$ cat config.mk
export PLATFORM = sky130hd
export DESIGN_NAME = rca_core
export DESIGN_NICKNAME = d
export VERILOG_FILES = /design/src/core/rca_pkg.sv /design/src/core/rca_core.sv /design/src/core/rca_alu.sv /design/src/core/rca_clkout.sv
export SDC_FILE = /design/constraint.sdc
export NUM_CORES = 2
export LEC_CHECK = 0
export ABC_AREA = 1
export BUFFER_PORTS_ARGS = -buffer_cell sky130_fd_sc_hd__clkbuf_2
export CAP_MARGIN = 20
export CORE_AREA = 2 2 407 409
export CTS_BUF_LIST = sky130_fd_sc_hd__clkbuf_4
export DETAILED_ROUTE_END_ITERATION = 8
export DIE_AREA = 0 0 409 411
export GPL_TIMING_DRIVEN = 1
export HOLD_SLACK_MARGIN = 0.15
export SKIP_LAST_GASP = 1
export SYNTH_ARGS = -nofsm -noshare
export SYNTH_HDL_FRONTEND = slang
export SYNTH_SLANG_ARGS = --single-unit
$ cat constraint.sdc
create_clock -name clk_sys -period 8 [get_ports clk_sys]
set_clock_uncertainty 0.2 [all_clocks]
set_input_delay 1.6 -clock clk_sys [delete_from_list [all_inputs] [get_ports clk_sys]]
set_output_delay 1.6 -clock clk_sys [all_outputs]
set_load 0.02 [all_outputs]
$ cat src/core/rca_pkg.sv
// Contract
// - Instruction fetch and data access use separate memories on separate buses.
// - Every instruction word is fourteen bits, one program word each.
// - Program bus is fourteen bits and delivers one word per cycle.
// - Next instruction is fetched while the current one executes.
// - Non-branch instructions take one cycle: 500 ns at 8 MHz.
// - Program space is 4K x 14; general data storage is 176 x 8.
// - Special registers, program counter included, sit in data space.
// - Files reachable by direct address and indirectly through a pointer.
// - ALU is eight bits: add, subtract, shift and logical operations.
// - Arithmetic is two's complement.
// - Two-operand ops use accumulator plus file register or literal.
// - Single-operand ops use accumulator or a file register.
// - Accumulator is eight bits and has no data-space address.
// - ALU updates carry, nibble carry and zero flags per instruction.
// - In subtraction carry and nibble carry report borrows.
// - In RC oscillator mode, drive a clock at quarter input rate.
package rca_pkg;
	// ---------------------------------------------------------------
	// widths and sizes
	// ---------------------------------------------------------------
	localparam int INSTR_W    = 14;
	localparam int DATA_W     = 8;
	localparam int PC_W       = 12;
	localparam int PROG_WORDS = 4096;
	localparam int GPR_BYTES  = 176;
	// ---------------------------------------------------------------
	// timing: oscillator clocks per instruction cycle
	// ---------------------------------------------------------------
	localparam int OSC_MHZ        = 8;
	localparam int INSTR_CYCLE_NS = 500;
	localparam int PHASES = (INSTR_CYCLE_NS * OSC_MHZ) / 1000;
	localparam logic [1:0] PH_LAST = 2'(PHASES - 1);
	localparam logic [1:0] PH_HIGH = 2'h1; // quarter clock rises after this
	// ---------------------------------------------------------------
	// data space map
	// ---------------------------------------------------------------
	localparam logic [7:0] ADDR_INDF   = 8'h00;
	localparam logic [7:0] ADDR_PCL    = 8'h02;
	localparam logic [7:0] ADDR_STATUS = 8'h03;
	localparam logic [7:0] ADDR_FSR    = 8'h04;
	localparam logic [7:0] ADDR_PCLATH = 8'h0A;
	localparam logic [7:0] GPR_BASE    = 8'h20;
	// status field positions and reset values
	localparam int ST_C  = 0;
	localparam int ST_DC = 1;
	localparam int ST_Z  = 2;
	localparam logic [7:0]  RST_DATA = 8'h00;
	localparam logic [11:0] RST_PC   = 12'h000;
	localparam logic [3:0]  RST_HI   = 4'h0;
	// ---------------------------------------------------------------
	// types
	// ---------------------------------------------------------------
	typedef logic [PC_W-1:0] rca_pc_t;
	typedef enum logic [3:0] {
		OP_ADDWF = 4'h0, OP_SUBTRACT_ACC_FROM_FILE = 4'h1, OP_ANDWF = 4'h2, OP_IORWF = 4'h3,
		OP_XORWF = 4'h4, OP_RLF   = 4'h5, OP_RRF   = 4'h6, OP_COMF  = 4'h7,
		OP_MOVF  = 4'h8, OP_MOVWF = 4'h9, OP_ADDLW = 4'hA, OP_SUBTRACT_ACC_FROM_LITERAL = 4'hB,
		OP_GOTO0 = 4'hC, OP_GOTO1 = 4'hD, OP_GOTO2 = 4'hE, OP_GOTO3 = 4'hF
	} rca_op_t;
	typedef struct packed {
		logic z;
		logic dc;
		logic c;
	} rca_flags_t;
	// instruction fields: op, result-to-file, operand-is-acc, literal
	typedef struct packed {
		rca_op_t    op;
		logic       to_file;
		logic       src_acc;
		logic [7:0] lit;
	} rca_instr_t;
endpackage

$ cat src/core/rca_core.sv
`timescale 1ns/100ps
module rca_core
	import rca_pkg::*;
#(
	parameter int GPR_SIZE = GPR_BYTES
)(
	// clock, reset, enable
	input  wire logic               clk_sys,
	input  wire logic               reset,
	input  wire logic               ce,
	// program memory bus
	output rca_pc_t                 prog_addr,
	input  wire logic [INSTR_W-1:0] prog_data,
	// oscillator mode strap and clock out
	input  wire logic               resistor_capacitor_oscillator_mode,
	output logic                    quarter_rate_clock_output,
	// visible core state
	output logic [7:0]              acc_value,
	output rca_flags_t              status_flags,
	output logic                    pipe_valid
);
	// ---------------------------------------------------------------
	// parameter check
	// ---------------------------------------------------------------
	if (GPR_SIZE < 1 || GPR_SIZE > 256 - int'(GPR_BASE) || PHASES != 4)
		$error("rca_core: unsupported data memory size or phase count");

	// ---------------------------------------------------------------
	// state
	// ---------------------------------------------------------------
	logic [1:0]   phase;
	rca_pc_t      pc;
	rca_instr_t   ir;
	logic         ir_valid;
	logic [7:0]   acc;
	rca_flags_t   flags;
	logic [7:0]   fsr;
	logic [3:0]   pclath;
	logic [7:0]   ram [GPR_SIZE];

	logic [1:0]   next_phase;
	rca_pc_t      next_pc;
	rca_instr_t   next_ir;
	logic         next_ir_valid;
	logic [7:0]   next_acc;
	rca_flags_t   next_flags;
	logic [7:0]   next_fsr;
	logic [3:0]   next_pclath;

	logic         cyc_end, exec, is_goto, is_lit, is_sub, branch;
	logic         wr_file, wr_acc, in_gpr, ram_we;
	logic [7:0]   faddr, fdata, opnd, alu_res, ram_idx;
	rca_flags_t   alu_flags, alu_upd;

	assign prog_addr    = pc;
	assign acc_value    = acc;
	assign status_flags = flags;
	assign pipe_valid   = ir_valid;

	// ---------------------------------------------------------------
	// decode and operand selection
	// ---------------------------------------------------------------
	always_comb begin
		cyc_end = ce && (phase == PH_LAST);
		exec    = cyc_end && ir_valid;
		is_goto = (ir.op[3:2] == 2'b11);
		is_lit  = (ir.op == OP_ADDLW) || (ir.op == OP_SUBTRACT_ACC_FROM_LITERAL);
		is_sub  = (ir.op == OP_SUBTRACT_ACC_FROM_FILE) || (ir.op == OP_SUBTRACT_ACC_FROM_LITERAL);
		// indirect access goes through the pointer
		faddr   = (ir.lit == ADDR_INDF) ? fsr : ir.lit;
		in_gpr  = (faddr >= GPR_BASE) &&
		          ({1'b0, faddr} < 9'(int'(GPR_BASE) + GPR_SIZE));
		ram_idx = faddr - GPR_BASE;
		// special registers in data space, pc included
		unique case (faddr)
			ADDR_PCL:    fdata = pc[7:0];
			ADDR_STATUS: fdata = {5'h00, flags.z, flags.dc, flags.c};
			ADDR_FSR:    fdata = fsr;
			ADDR_PCLATH: fdata = {4'h0, pclath};
			default:     fdata = in_gpr ? ram[ram_idx] : 8'h00;
		endcase
		// literal or file second operand; acc for single ops with src_acc set
		if (is_lit)
			opnd = ir.lit;
		else if (ir.src_acc && (ir.op == OP_RLF || ir.op == OP_RRF ||
		                        ir.op == OP_COMF || ir.op == OP_MOVF))
			opnd = acc;
		else
			opnd = fdata;
		// the accumulator is only a destination, never an address
		wr_file = exec && !is_goto && !is_lit &&
		          (ir.to_file || ir.op == OP_MOVWF);
		wr_acc  = exec && !is_goto && !wr_file;
		ram_we  = wr_file && in_gpr;
		// goto, or any write landing on the low pc byte
		branch  = exec && (is_goto || (wr_file && faddr == ADDR_PCL));
	end

	rca_alu u_alu (
		.op    (ir.op),
		.acc   (acc),
		.opnd  (opnd),
		.c_in  (flags.c),
		.res   (alu_res),
		.flags (alu_flags),
		.upd   (alu_upd)
	);

	// ---------------------------------------------------------------
	// next state: phase, fetch pipeline and architectural registers
	// ---------------------------------------------------------------
	always_comb begin
		next_phase    = phase + 2'h1; // four clocks per cycle
		next_pc       = pc;
		next_ir       = ir;
		next_ir_valid = ir_valid;
		next_acc      = acc;
		next_flags    = flags;
		next_fsr      = fsr;
		next_pclath   = pclath;
		if (cyc_end) begin
			// fetch overlaps execute: one full word per cycle
			next_ir       = rca_instr_t'(prog_data);
			next_ir_valid = 1'b1;
			next_pc       = rca_pc_t'(pc + 12'h001);
		end
		if (wr_acc)
			next_acc = alu_res;
		if (wr_file) begin
			unique case (faddr)
				ADDR_STATUS: next_flags = '{z:  alu_res[ST_Z],
				                            dc: alu_res[ST_DC],
				                            c:  alu_res[ST_C]};
				ADDR_FSR:    next_fsr    = alu_res;
				ADDR_PCLATH: next_pclath = alu_res[3:0];
				ADDR_PCL:    next_pc     = {pclath, alu_res};
				default:     next_pc     = next_pc;
			endcase
		end
		if (exec) begin
			// flags the operation owns win over a status store
			if (alu_upd.c)  next_flags.c  = alu_flags.c;
			if (alu_upd.dc) next_flags.dc = alu_flags.dc;
			if (alu_upd.z)  next_flags.z  = alu_flags.z;
		end
		if (exec && is_goto)
			next_pc = rca_pc_t'({ir.op[1:0], ir.to_file, ir.src_acc, ir.lit});
		if (branch)
			next_ir_valid = 1'b0; // fetched word is dropped
	end

	// ---------------------------------------------------------------
	// registers; everything holds while ce is low
	// ---------------------------------------------------------------
	always_ff @(posedge clk_sys or posedge reset) begin
		if (reset) begin
			phase    <= 2'h0;
			pc       <= RST_PC;
			ir       <= '0;
			ir_valid <= 1'b0;
			acc      <= RST_DATA;
			flags    <= '0;
			fsr      <= RST_DATA;
			pclath   <= RST_HI;
		end else if (ce) begin
			phase    <= next_phase;
			pc       <= next_pc;
			ir       <= next_ir;
			ir_valid <= next_ir_valid;
			acc      <= next_acc;
			flags    <= next_flags;
			fsr      <= next_fsr;
			pclath   <= next_pclath;
		end
	end

	// general purpose storage, 176 bytes by default; no reset
	always_ff @(posedge clk_sys) begin
		if (ram_we)
			ram[ram_idx] <= alu_res;
	end

	// ---------------------------------------------------------------
	// quarter-rate clock output and mode strap
	// ---------------------------------------------------------------
	rca_clkout u_clkout (
		.clk_sys     (clk_sys),
		.reset       (reset),
		.ce          (ce),
		.rc_mode_pin (resistor_capacitor_oscillator_mode),
		.phase       (phase),
		.clk_quarter (quarter_rate_clock_output)
	);
endmodule

$ cat src/core/rca_alu.sv
`timescale 1ns/100ps
module rca_alu
	import rca_pkg::*;
(
	// operands
	input  wire rca_op_t    op,
	input  wire logic [7:0] acc,
	input  wire logic [7:0] opnd,
	input  wire logic       c_in,
	// results
	output logic [7:0]      res,
	output rca_flags_t      flags,
	output rca_flags_t      upd
);
	logic [8:0] sum;
	logic [4:0] nib;

	// ---------------------------------------------------------------
	// eight-bit operations, two's complement arithmetic
	// ---------------------------------------------------------------
	always_comb begin
		sum   = 9'h000;
		nib   = 5'h00;
		res   = opnd;
		flags = '{z: 1'b0, dc: 1'b0, c: 1'b0};
		upd   = '{z: 1'b0, dc: 1'b0, c: 1'b0};
		unique case (op)
			OP_ADDWF, OP_ADDLW: begin
				sum = {1'b0, opnd} + {1'b0, acc};
				nib = {1'b0, opnd[3:0]} + {1'b0, acc[3:0]};
				res = sum[7:0];
				upd = '{z: 1'b1, dc: 1'b1, c: 1'b1};
			end
			OP_SUBTRACT_ACC_FROM_FILE, OP_SUBTRACT_ACC_FROM_LITERAL: begin
				// add the complement: carry out means no borrow
				sum = {1'b0, opnd} + {1'b0, ~acc} + 9'h001;
				nib = {1'b0, opnd[3:0]} + {1'b0, ~acc[3:0]} + 5'h01;
				res = sum[7:0];
				upd = '{z: 1'b1, dc: 1'b1, c: 1'b1};
			end
			OP_ANDWF: begin res = opnd & acc; upd.z = 1'b1; end
			OP_IORWF: begin res = opnd | acc; upd.z = 1'b1; end
			OP_XORWF: begin res = opnd ^ acc; upd.z = 1'b1; end
			OP_RLF: begin // shift through carry
				res = {opnd[6:0], c_in};
				sum[8] = opnd[7];
				upd.c  = 1'b1;
			end
			OP_RRF: begin
				res = {c_in, opnd[7:1]};
				sum[8] = opnd[0];
				upd.c  = 1'b1;
			end
			OP_COMF: begin res = ~opnd; upd.z = 1'b1; end
			OP_MOVF: begin res = opnd; upd.z = 1'b1; end
			OP_MOVWF: res = acc;
			OP_GOTO0, OP_GOTO1, OP_GOTO2, OP_GOTO3: res = opnd;
		endcase
		flags.c  = sum[8];
		flags.dc = nib[4];
		flags.z  = (res == 8'h00);
	end
endmodule

$ cat src/core/rca_clkout.sv
`timescale 1ns/100ps
module rca_clkout
	import rca_pkg::*;
(
	// clock and reset
	input  wire logic       clk_sys,
	input  wire logic       reset,
	input  wire logic       ce,
	// mode strap pin and cycle phase
	input  wire logic       rc_mode_pin,
	input  wire logic [1:0] phase,
	// quarter-rate clock
	output logic            clk_quarter
);
	logic sync1, sync2, sync3, rc_mode;
	logic next_rc_mode, next_clk_quarter;

	// ---------------------------------------------------------------
	// strap capture: a change counts once stages two and three agree
	// ---------------------------------------------------------------
	always_comb begin
		next_rc_mode     = (sync2 == sync3) ? sync3 : rc_mode;
		next_clk_quarter = clk_quarter;
		if (!rc_mode)
			next_clk_quarter = 1'b0; // crystal modes: pin is not ours
		else if (phase == PH_HIGH)
			next_clk_quarter = 1'b1;
		else if (phase == PH_LAST)
			next_clk_quarter = 1'b0;
	end

	// ---------------------------------------------------------------
	// registers; stage one feeds only stage two
	// ---------------------------------------------------------------
	always_ff @(posedge clk_sys or posedge reset) begin
		if (reset) begin
			sync1       <= 1'b0;
			sync2       <= 1'b0;
			sync3       <= 1'b0;
			rc_mode     <= 1'b0;
			clk_quarter <= 1'b0;
		end else if (ce) begin
			sync1       <= rc_mode_pin;
			sync2       <= sync1;
			sync3       <= sync2;
			rc_mode     <= next_rc_mode;
			clk_quarter <= next_clk_quarter;
		end
	end
endmodule

======== Word level (Yosys, flattened, before mapping) ========
Memory sizes are Yosys's and may differ from the RTL's.
Cells that the tools add are included.
cells by class
  $add $sub $neg .......................... 9
  magnitude comparators ................... 2
  equal/unequal tests ..................... 24
  multiplexer cells ....................... 28
  bitwise operators ....................... 6
  reduce and logical (&&, ||, !) cells .... 38
operators by type and width
  cell                                                                                 count
  8-bit one-hot mux with 10 select lines                                               1
  12-bit 2-to-1 mux                                                                    4
  4-bit == test, second input constant                                                 8
  8-bit 2-to-1 mux                                                                     4
  8-bit one-hot mux with 4 select lines                                                1
  8-bit by 8-bit adder with 9-bit output                                               2
  4-bit by 3-bit == test with 1-bit output, second input constant                      4
  8-bit by 2-bit == test with 1-bit output, second input constant                      2
  8-bit logical NOT                                                                    2
  8-bit NOT                                                                            2
  1-bit 2-to-1 mux                                                                     13
  12-bit by 1-bit adder with 12-bit output, second input constant                      1
  1-bit logical AND                                                                    12
  4-bit by 4-bit adder with 5-bit output                                               2
  5-bit one-hot mux with 2 select lines                                                1
  2-bit AND reduction                                                                  5
  9-bit by 1-bit adder with 9-bit output, second input constant                        1
  3-bit 2-to-1 mux                                                                     3
  9-bit OR reduction                                                                   1
  8-bit AND                                                                            1
  4-bit by 2-bit == test with 1-bit output, second input constant                      2
  8-bit by 3-bit == test with 1-bit output, second input constant                      1
  8-bit by 4-bit == test with 1-bit output, second input constant                      1
  8-bit by 6-bit greater-or-equal comparator with 1-bit output, second input constant  1
  22 further kinds                                                                     32
storage, ports and cells
  register bits after elaboration ......... 57
  memory bits (writable) .................. 1,408
  logic and storage cells ................. 126
  memories ................................ 1
memories
  memory  words  bits a word  read ports  clocked after memory_dff  wr ports  RTL line        text
  ram     176    8            1           0                         1         rca_core.sv:39  logic [7:0] ram [GPR_SIZE];

======== Depth between registers and ports, before layout ========
  depth in word-level cells ............... 15
  depth in mapped cells ................... 46

======== By module ========
A second synthesis with hierarchy kept.
unflattened totals
  cells, all modules ...................... 6,375
  area, all modules ....................... 64,384.2 µm²
modules (own cells, without submodules)
  module      times used  cells each  area each (µm²)  sequential area each (µm²)
  rca_core    1           6,019       62,503.7         43,581.8
  rca_alu     1           328         1,646.6          0.0
  rca_clkout  1           28          234.0            125.1

======== Least setup slack after synthesis ========
No wires, ideal clock.
  path type ............................... reg-to-reg
  from .................................... register ir[7] (netlist name)
  to ...................................... memory ram[0][7] (data pin)
  arrival time ............................ 5,944 ps
  required time ........................... 7,204 ps
  setup slack ............................. 1,260 ps
  stages on the path, launching flop included .. 36
  buffers on the path ..................... 4
  clock period less this slack ............ 6,740 ps
  cell sequence ........................... dfrtp_1 > nor2_1 > nand2_2 > nor2_8 > nand2_4 > nand2_4 > buf_6 > nor2_1 > buf_4 > buf_6 > inv_1 > nor2_1 > nand2_1 > nor2_1 > a2111oi_0 > nand2_1 > nand2_1 > nand2_2 > ha_1 > clkbuf_1 > inv_1 > o31ai_1 > inv_1 > nor2_1 > nor2_1 > o21bai_1 > inv_1 > nor2_1 > nor2_1 > o21bai_1 > o21ai_0 > o2111ai_1 > inv_1 > nand2_1 > nor3_2 > inv_1
between the ends
  word-level cells in the longest chain between the ends .. 11
  elaborated cells between the ends (all ways) .. 23
  classes of those cells .................. add/sub: 4; order compare: 2; eq/ne: 4; mux: 6; bitwise: 4; reduce/logical: 2; memory: 1
RTL lines
  what                                                                       RTL line         text
  start: declaration                                                         rca_core.sv:33   rca_instr_t ir;
  start signal: assignment                                                   rca_core.sv:168  ir <= next_ir;
  8-bit logical NOT                                                          rca_core.sv:70   faddr = (ir.lit == ADDR_INDF) ? fsr : ir.lit;
  8-bit 2-to-1 mux                                                           rca_core.sv:70
  8-bit by 6-bit subtractor with 8-bit output, or another cell as far along  rca_core.sv:73   ram_idx = faddr - GPR_BASE;
  memory read 176 x 8 bit or 1-bit logical AND (tied branches)               --
  8-bit 2-to-1 mux                                                           rca_core.sv:80   default: fdata = in_gpr ? ram[ram_idx] : 8'h00;
  8-bit one-hot mux with 4 select lines                                      rca_core.sv:75   unique case (faddr)
  8-bit 2-to-1 mux                                                           rca_core.sv:85   else if (ir.src_acc && (ir.op == OP_RLF || ir.op == OP_RRF ||
  8-bit 2-to-1 mux *                                                         rca_core.sv:83   if (is_lit)
  8-bit by 8-bit adder with 9-bit output                                     rca_alu.sv:36    sum = {1'b0, opnd} + {1'b0, ~acc} + 9'h001;
  9-bit by 1-bit adder with 9-bit output                                     rca_alu.sv:36
  8-bit one-hot mux with 10 select lines *                                   rca_alu.sv:27    unique case (op)
  named net alu_res[7]                                                       rca_core.sv:52   logic [7:0] faddr, fdata, opnd, alu_res, ram_idx;
  end: declaration                                                           rca_core.sv:39
The timed path passes the listed nets; every way through them passes the cells marked *.

======== Worst setup path in the final report ========
  from .................................... register ir[7] (netlist name)
  to ...................................... memory ram[157][6] (data pin)
The elaborated chain is that of the path after synthesis.

==> impl_metrics.env <==
export IMPL_status="finished, final reports clean"
export IMPL_met2_length_mm=84.0
export IMPL_max_freq_mhz=138
export IMPL_pwr_density_cell_nw_per_um2=473
export IMPL_grt_usage_pct=21.2
export IMPL_synth_flop_cell="edfxtp_1"
export IMPL_die_height_um=411
export IMPL_grt_pass1_wl_mm=272
export IMPL_portBuffers=42
export IMPL_final_cell_mix="nand2_1 (2251), edfxtp_1 (1408), nor2_1 (800), inv_1 (745), clkbuf_4 (578)"
export IMPL_finalNetCount=6861
export IMPL_cts_clk_slew_worst_paths_ns=0.07
export IMPL_synth_seq_cells=1465
export IMPL_p_sw_share_pct=43.1
export IMPL_drc_errors=0
export IMPL_top_layer="met5"
export IMPL_hold_viol=0
export IMPL_syn_inst=6559
export IMPL_comb_power_share_pct=42.5
export IMPL_cp_max_fo=77
export IMPL_yosysTopAreaCell="edfxtp_1"
export IMPL_post_cts_buffers=0
export IMPL_cp_arrival_ns=8.08
export IMPL_cts_buffers=393
export IMPL_grt_overflow_total=0
export IMPL_p_total_mw=34.4
export IMPL_rsz0062_at_grt="no"
export IMPL_drive_above_1_share_pct=11.5
export IMPL_routed_wl_mm=181
export IMPL_crit_required_ns=8.82
export IMPL_ant_nets=0
export IMPL_mostFrequentLayoutCell="nand2_1"
export IMPL_clock_path_buffers=4
export IMPL_synth_fp_nets=6607
export IMPL_drv_cap=0
export IMPL_vias=46400
export IMPL_synth_warnings=0
export IMPL_cts_hold_buf=0
export IMPL_cts_sinks=1465
export IMPL_pwr_share_clk_pct=18.5
export IMPL_finalSetupTns_ns=0
export IMPL_ctsResizeCount=0
export IMPL_vias_per_cell=5.01
export IMPL_relSlewSlack_pct=24.9
export IMPL_die_area_um2=168000
export IMPL_fin_crit_sh_pct=90.8
export IMPL_grt_pass1_vias=44600
export IMPL_p_int_mw=19.5
export IMPL_m1WireLength_mm=76.6
export IMPL_grt_max_degree=136
export IMPL_p_leak_nw=30.4
export IMPL_hold_class="in2async"
export IMPL_ios=43
export IMPL_cts_root_buf="clkbuf_4"
export IMPL_fin_crit_ns=7.26
export IMPL_core_um2=164000
export IMPL_p_switching_mw=14.8
export IMPL_worstSkewPairLatency_ns=1.36
export IMPL_met3_length_mm=14.4
export IMPL_start_util_pct=39.7
export IMPL_syn_to_final_growth_pct=11.8
export IMPL_drt_first_pass_iters=6
export IMPL_end_kind="register"
export IMPL_ys_types=47
export IMPL_syn_avg_cell_area_um2=9.92
export IMPL_fill_cells=15500
export IMPL_cpPeakStageDelay_ns=0.55
export IMPL_ys_async_sr_fraction_pct=3.89
export IMPL_p_seq_share_pct=39.0
export IMPL_setup_worst_path_class="reg2reg"
export IMPL_synth_enable_flop_cells=1408
export IMPL_cts_tree="yes"
export IMPL_final_max_slew_violation_count=0
export IMPL_drt_iter0_drc=4572
export IMPL_syn_area_um2=65100
export IMPL_setup_viol=0
export IMPL_hpwl_mm=108
export IMPL_routedWlPerCell_um=19.5
export IMPL_tightest_slew_ns=1.12
export IMPL_num_rows=149
export IMPL_antenna_found_initial=5
export IMPL_cts_htree_levels=5
export IMPL_synth_area_leaders="edfxtp_1 (65%), nand2_1 (13%), nor2_1 (4.6%), inv_1 (4.4%), o21ai_0 (4.0%)"
export IMPL_startpoint_type="register"
export IMPL_crit_path_frequent_cell="nand2_1"
export IMPL_irDropWorstVdd_uv=714
export IMPL_ys_seq_area_share_pct=67.2
export IMPL_crit_path_top_delay_cell="clkinv_2"
export IMPL_gp_congestion=0.897
export IMPL_die_width_um=409
export IMPL_yosys_area_top_type_share_pct=65.0
## sequential cells by signal (all words and copies together), names as in the netlist
| name | cells |
|---|---|
| u_clkout.sync2 | 1 |
| pipe_valid | 1 |
| u_clkout.rc_mode | 1 |
| prog_addr | 12 |
| ram | 1408 |
| ir | 14 |
| acc_value | 8 |
| u_clkout.clk_quarter | 1 |
| pclath | 4 |
| fsr | 8 |
| u_clkout.sync3 | 1 |
| status_flags | 3 |
| phase | 2 |
| u_clkout.sync1 | 1 |
## critical path, delay by kind of cell (launching register included)
family                     cells  cell delay [ns]
buffers and inverters          7             2.41
DFF                            1             0.42
and+or+nand+nor               21             2.51
AOI/OAI and AO/OA              5             0.90
adders and majority gates      2             0.42
## cells by family after synthesis
kind of cell | share of synthesized area (%)
buf+inv | 6.91
simple gates | 19.2
xor+xnor | 0.215
mux | 0.0519
compound gates | 5.89
fa+ha+maj | 0.600
flops | 67.2
## per-layer routing
metal / up-vias / track usage [%]
met5: - / 0
met1: 22200 / 28.4
met2: 1917 / 33.8
met3: 344 / 4.58
met4: 2 / 8.15
li1: 22000 / -
## power groups by stage
stage               Sequential (mW)  Combinational, mW  Clock (mW)
global placement               13.5               14.4           0
global route                   13.4               15.9        6.89
finish                         13.4               14.6        6.36
detailed placement             13.6               14.5           0
CTS                            13.4               14.5        6.49
floorplan                      14.1               7.58           0
## Yosys cell counts, types with 3 or more instances
| master | n |
|---|---|
| nand2_1 | 2252 |
| buf_6 | 21 |
| o22ai_1 | 9 |
| ha_1 | 28 |
| o211ai_1 | 3 |
| xor2_1 | 12 |
| a211oi_1 | 4 |
| edfxtp_1 | 1408 |
| buf_2 | 133 |
| clkbuf_1 | 108 |
| nor2_1 | 806 |
| dfrtp_1 | 57 |
| a21oi_1 | 59 |
| inv_1 | 755 |
| o21bai_1 | 4 |
| mux2_2 | 3 |
| xnor2_1 | 4 |
| nor3_1 | 5 |
| buf_1 | 26 |
| nand2_2 | 5 |
| nand2_4 | 3 |
| o21ai_0 | 523 |
| o21ai_1 | 122 |
| buf_4 | 33 |
| nand3_1 | 101 |
| nand3b_1 | 40 |
| a221oi_1 | 6 |
## stage by stage
stage	instance area, um2	cells	hold WS, ns	setup slack, ns	util, %
global route	72700	9263	0.244	0.340	44.4
floorplan	65100	6559	0.253	1.26	-
detailed placement	68000	8605	0.283	0.922	41.5
finish	72700	9265	0.266	0.737	44.4
global placement	67900	8603	0.271	1.04	41.5
CTS	72700	9258	0.166	0.820	44.3
## final cells by class
cell class	count	area [um2]	area share, %
flip-flops and latches	1465	43700	60.1
multi-input cells	4016	16900	23.3
clock inverters	75	350	0.482
repair buffers	180	1760	2.42
inverters	757	2890	3.97
clock buffers	578	4340	5.97
well taps	2189	2740	3.77
diodes	5	12.5	0.0172
## worst paths after layout
path                       startpoint           end  slack, ns  cells past startpoint
max in group asynchronous       reset  acc_value[5]       6.80                      3
setup / recovery                ir[7]   ram[157][6]       0.74                     35
min in group clk_sys        pclath[2]     pclath[2]       0.30                      2
setup reg to reg                ir[7]   ram[157][6]       0.74                     35
hold reg to reg             pclath[2]     pclath[2]       0.30                      2
hold / removal                  reset         ir[9]       0.27                      3
(Power assumes the default switching activity.)
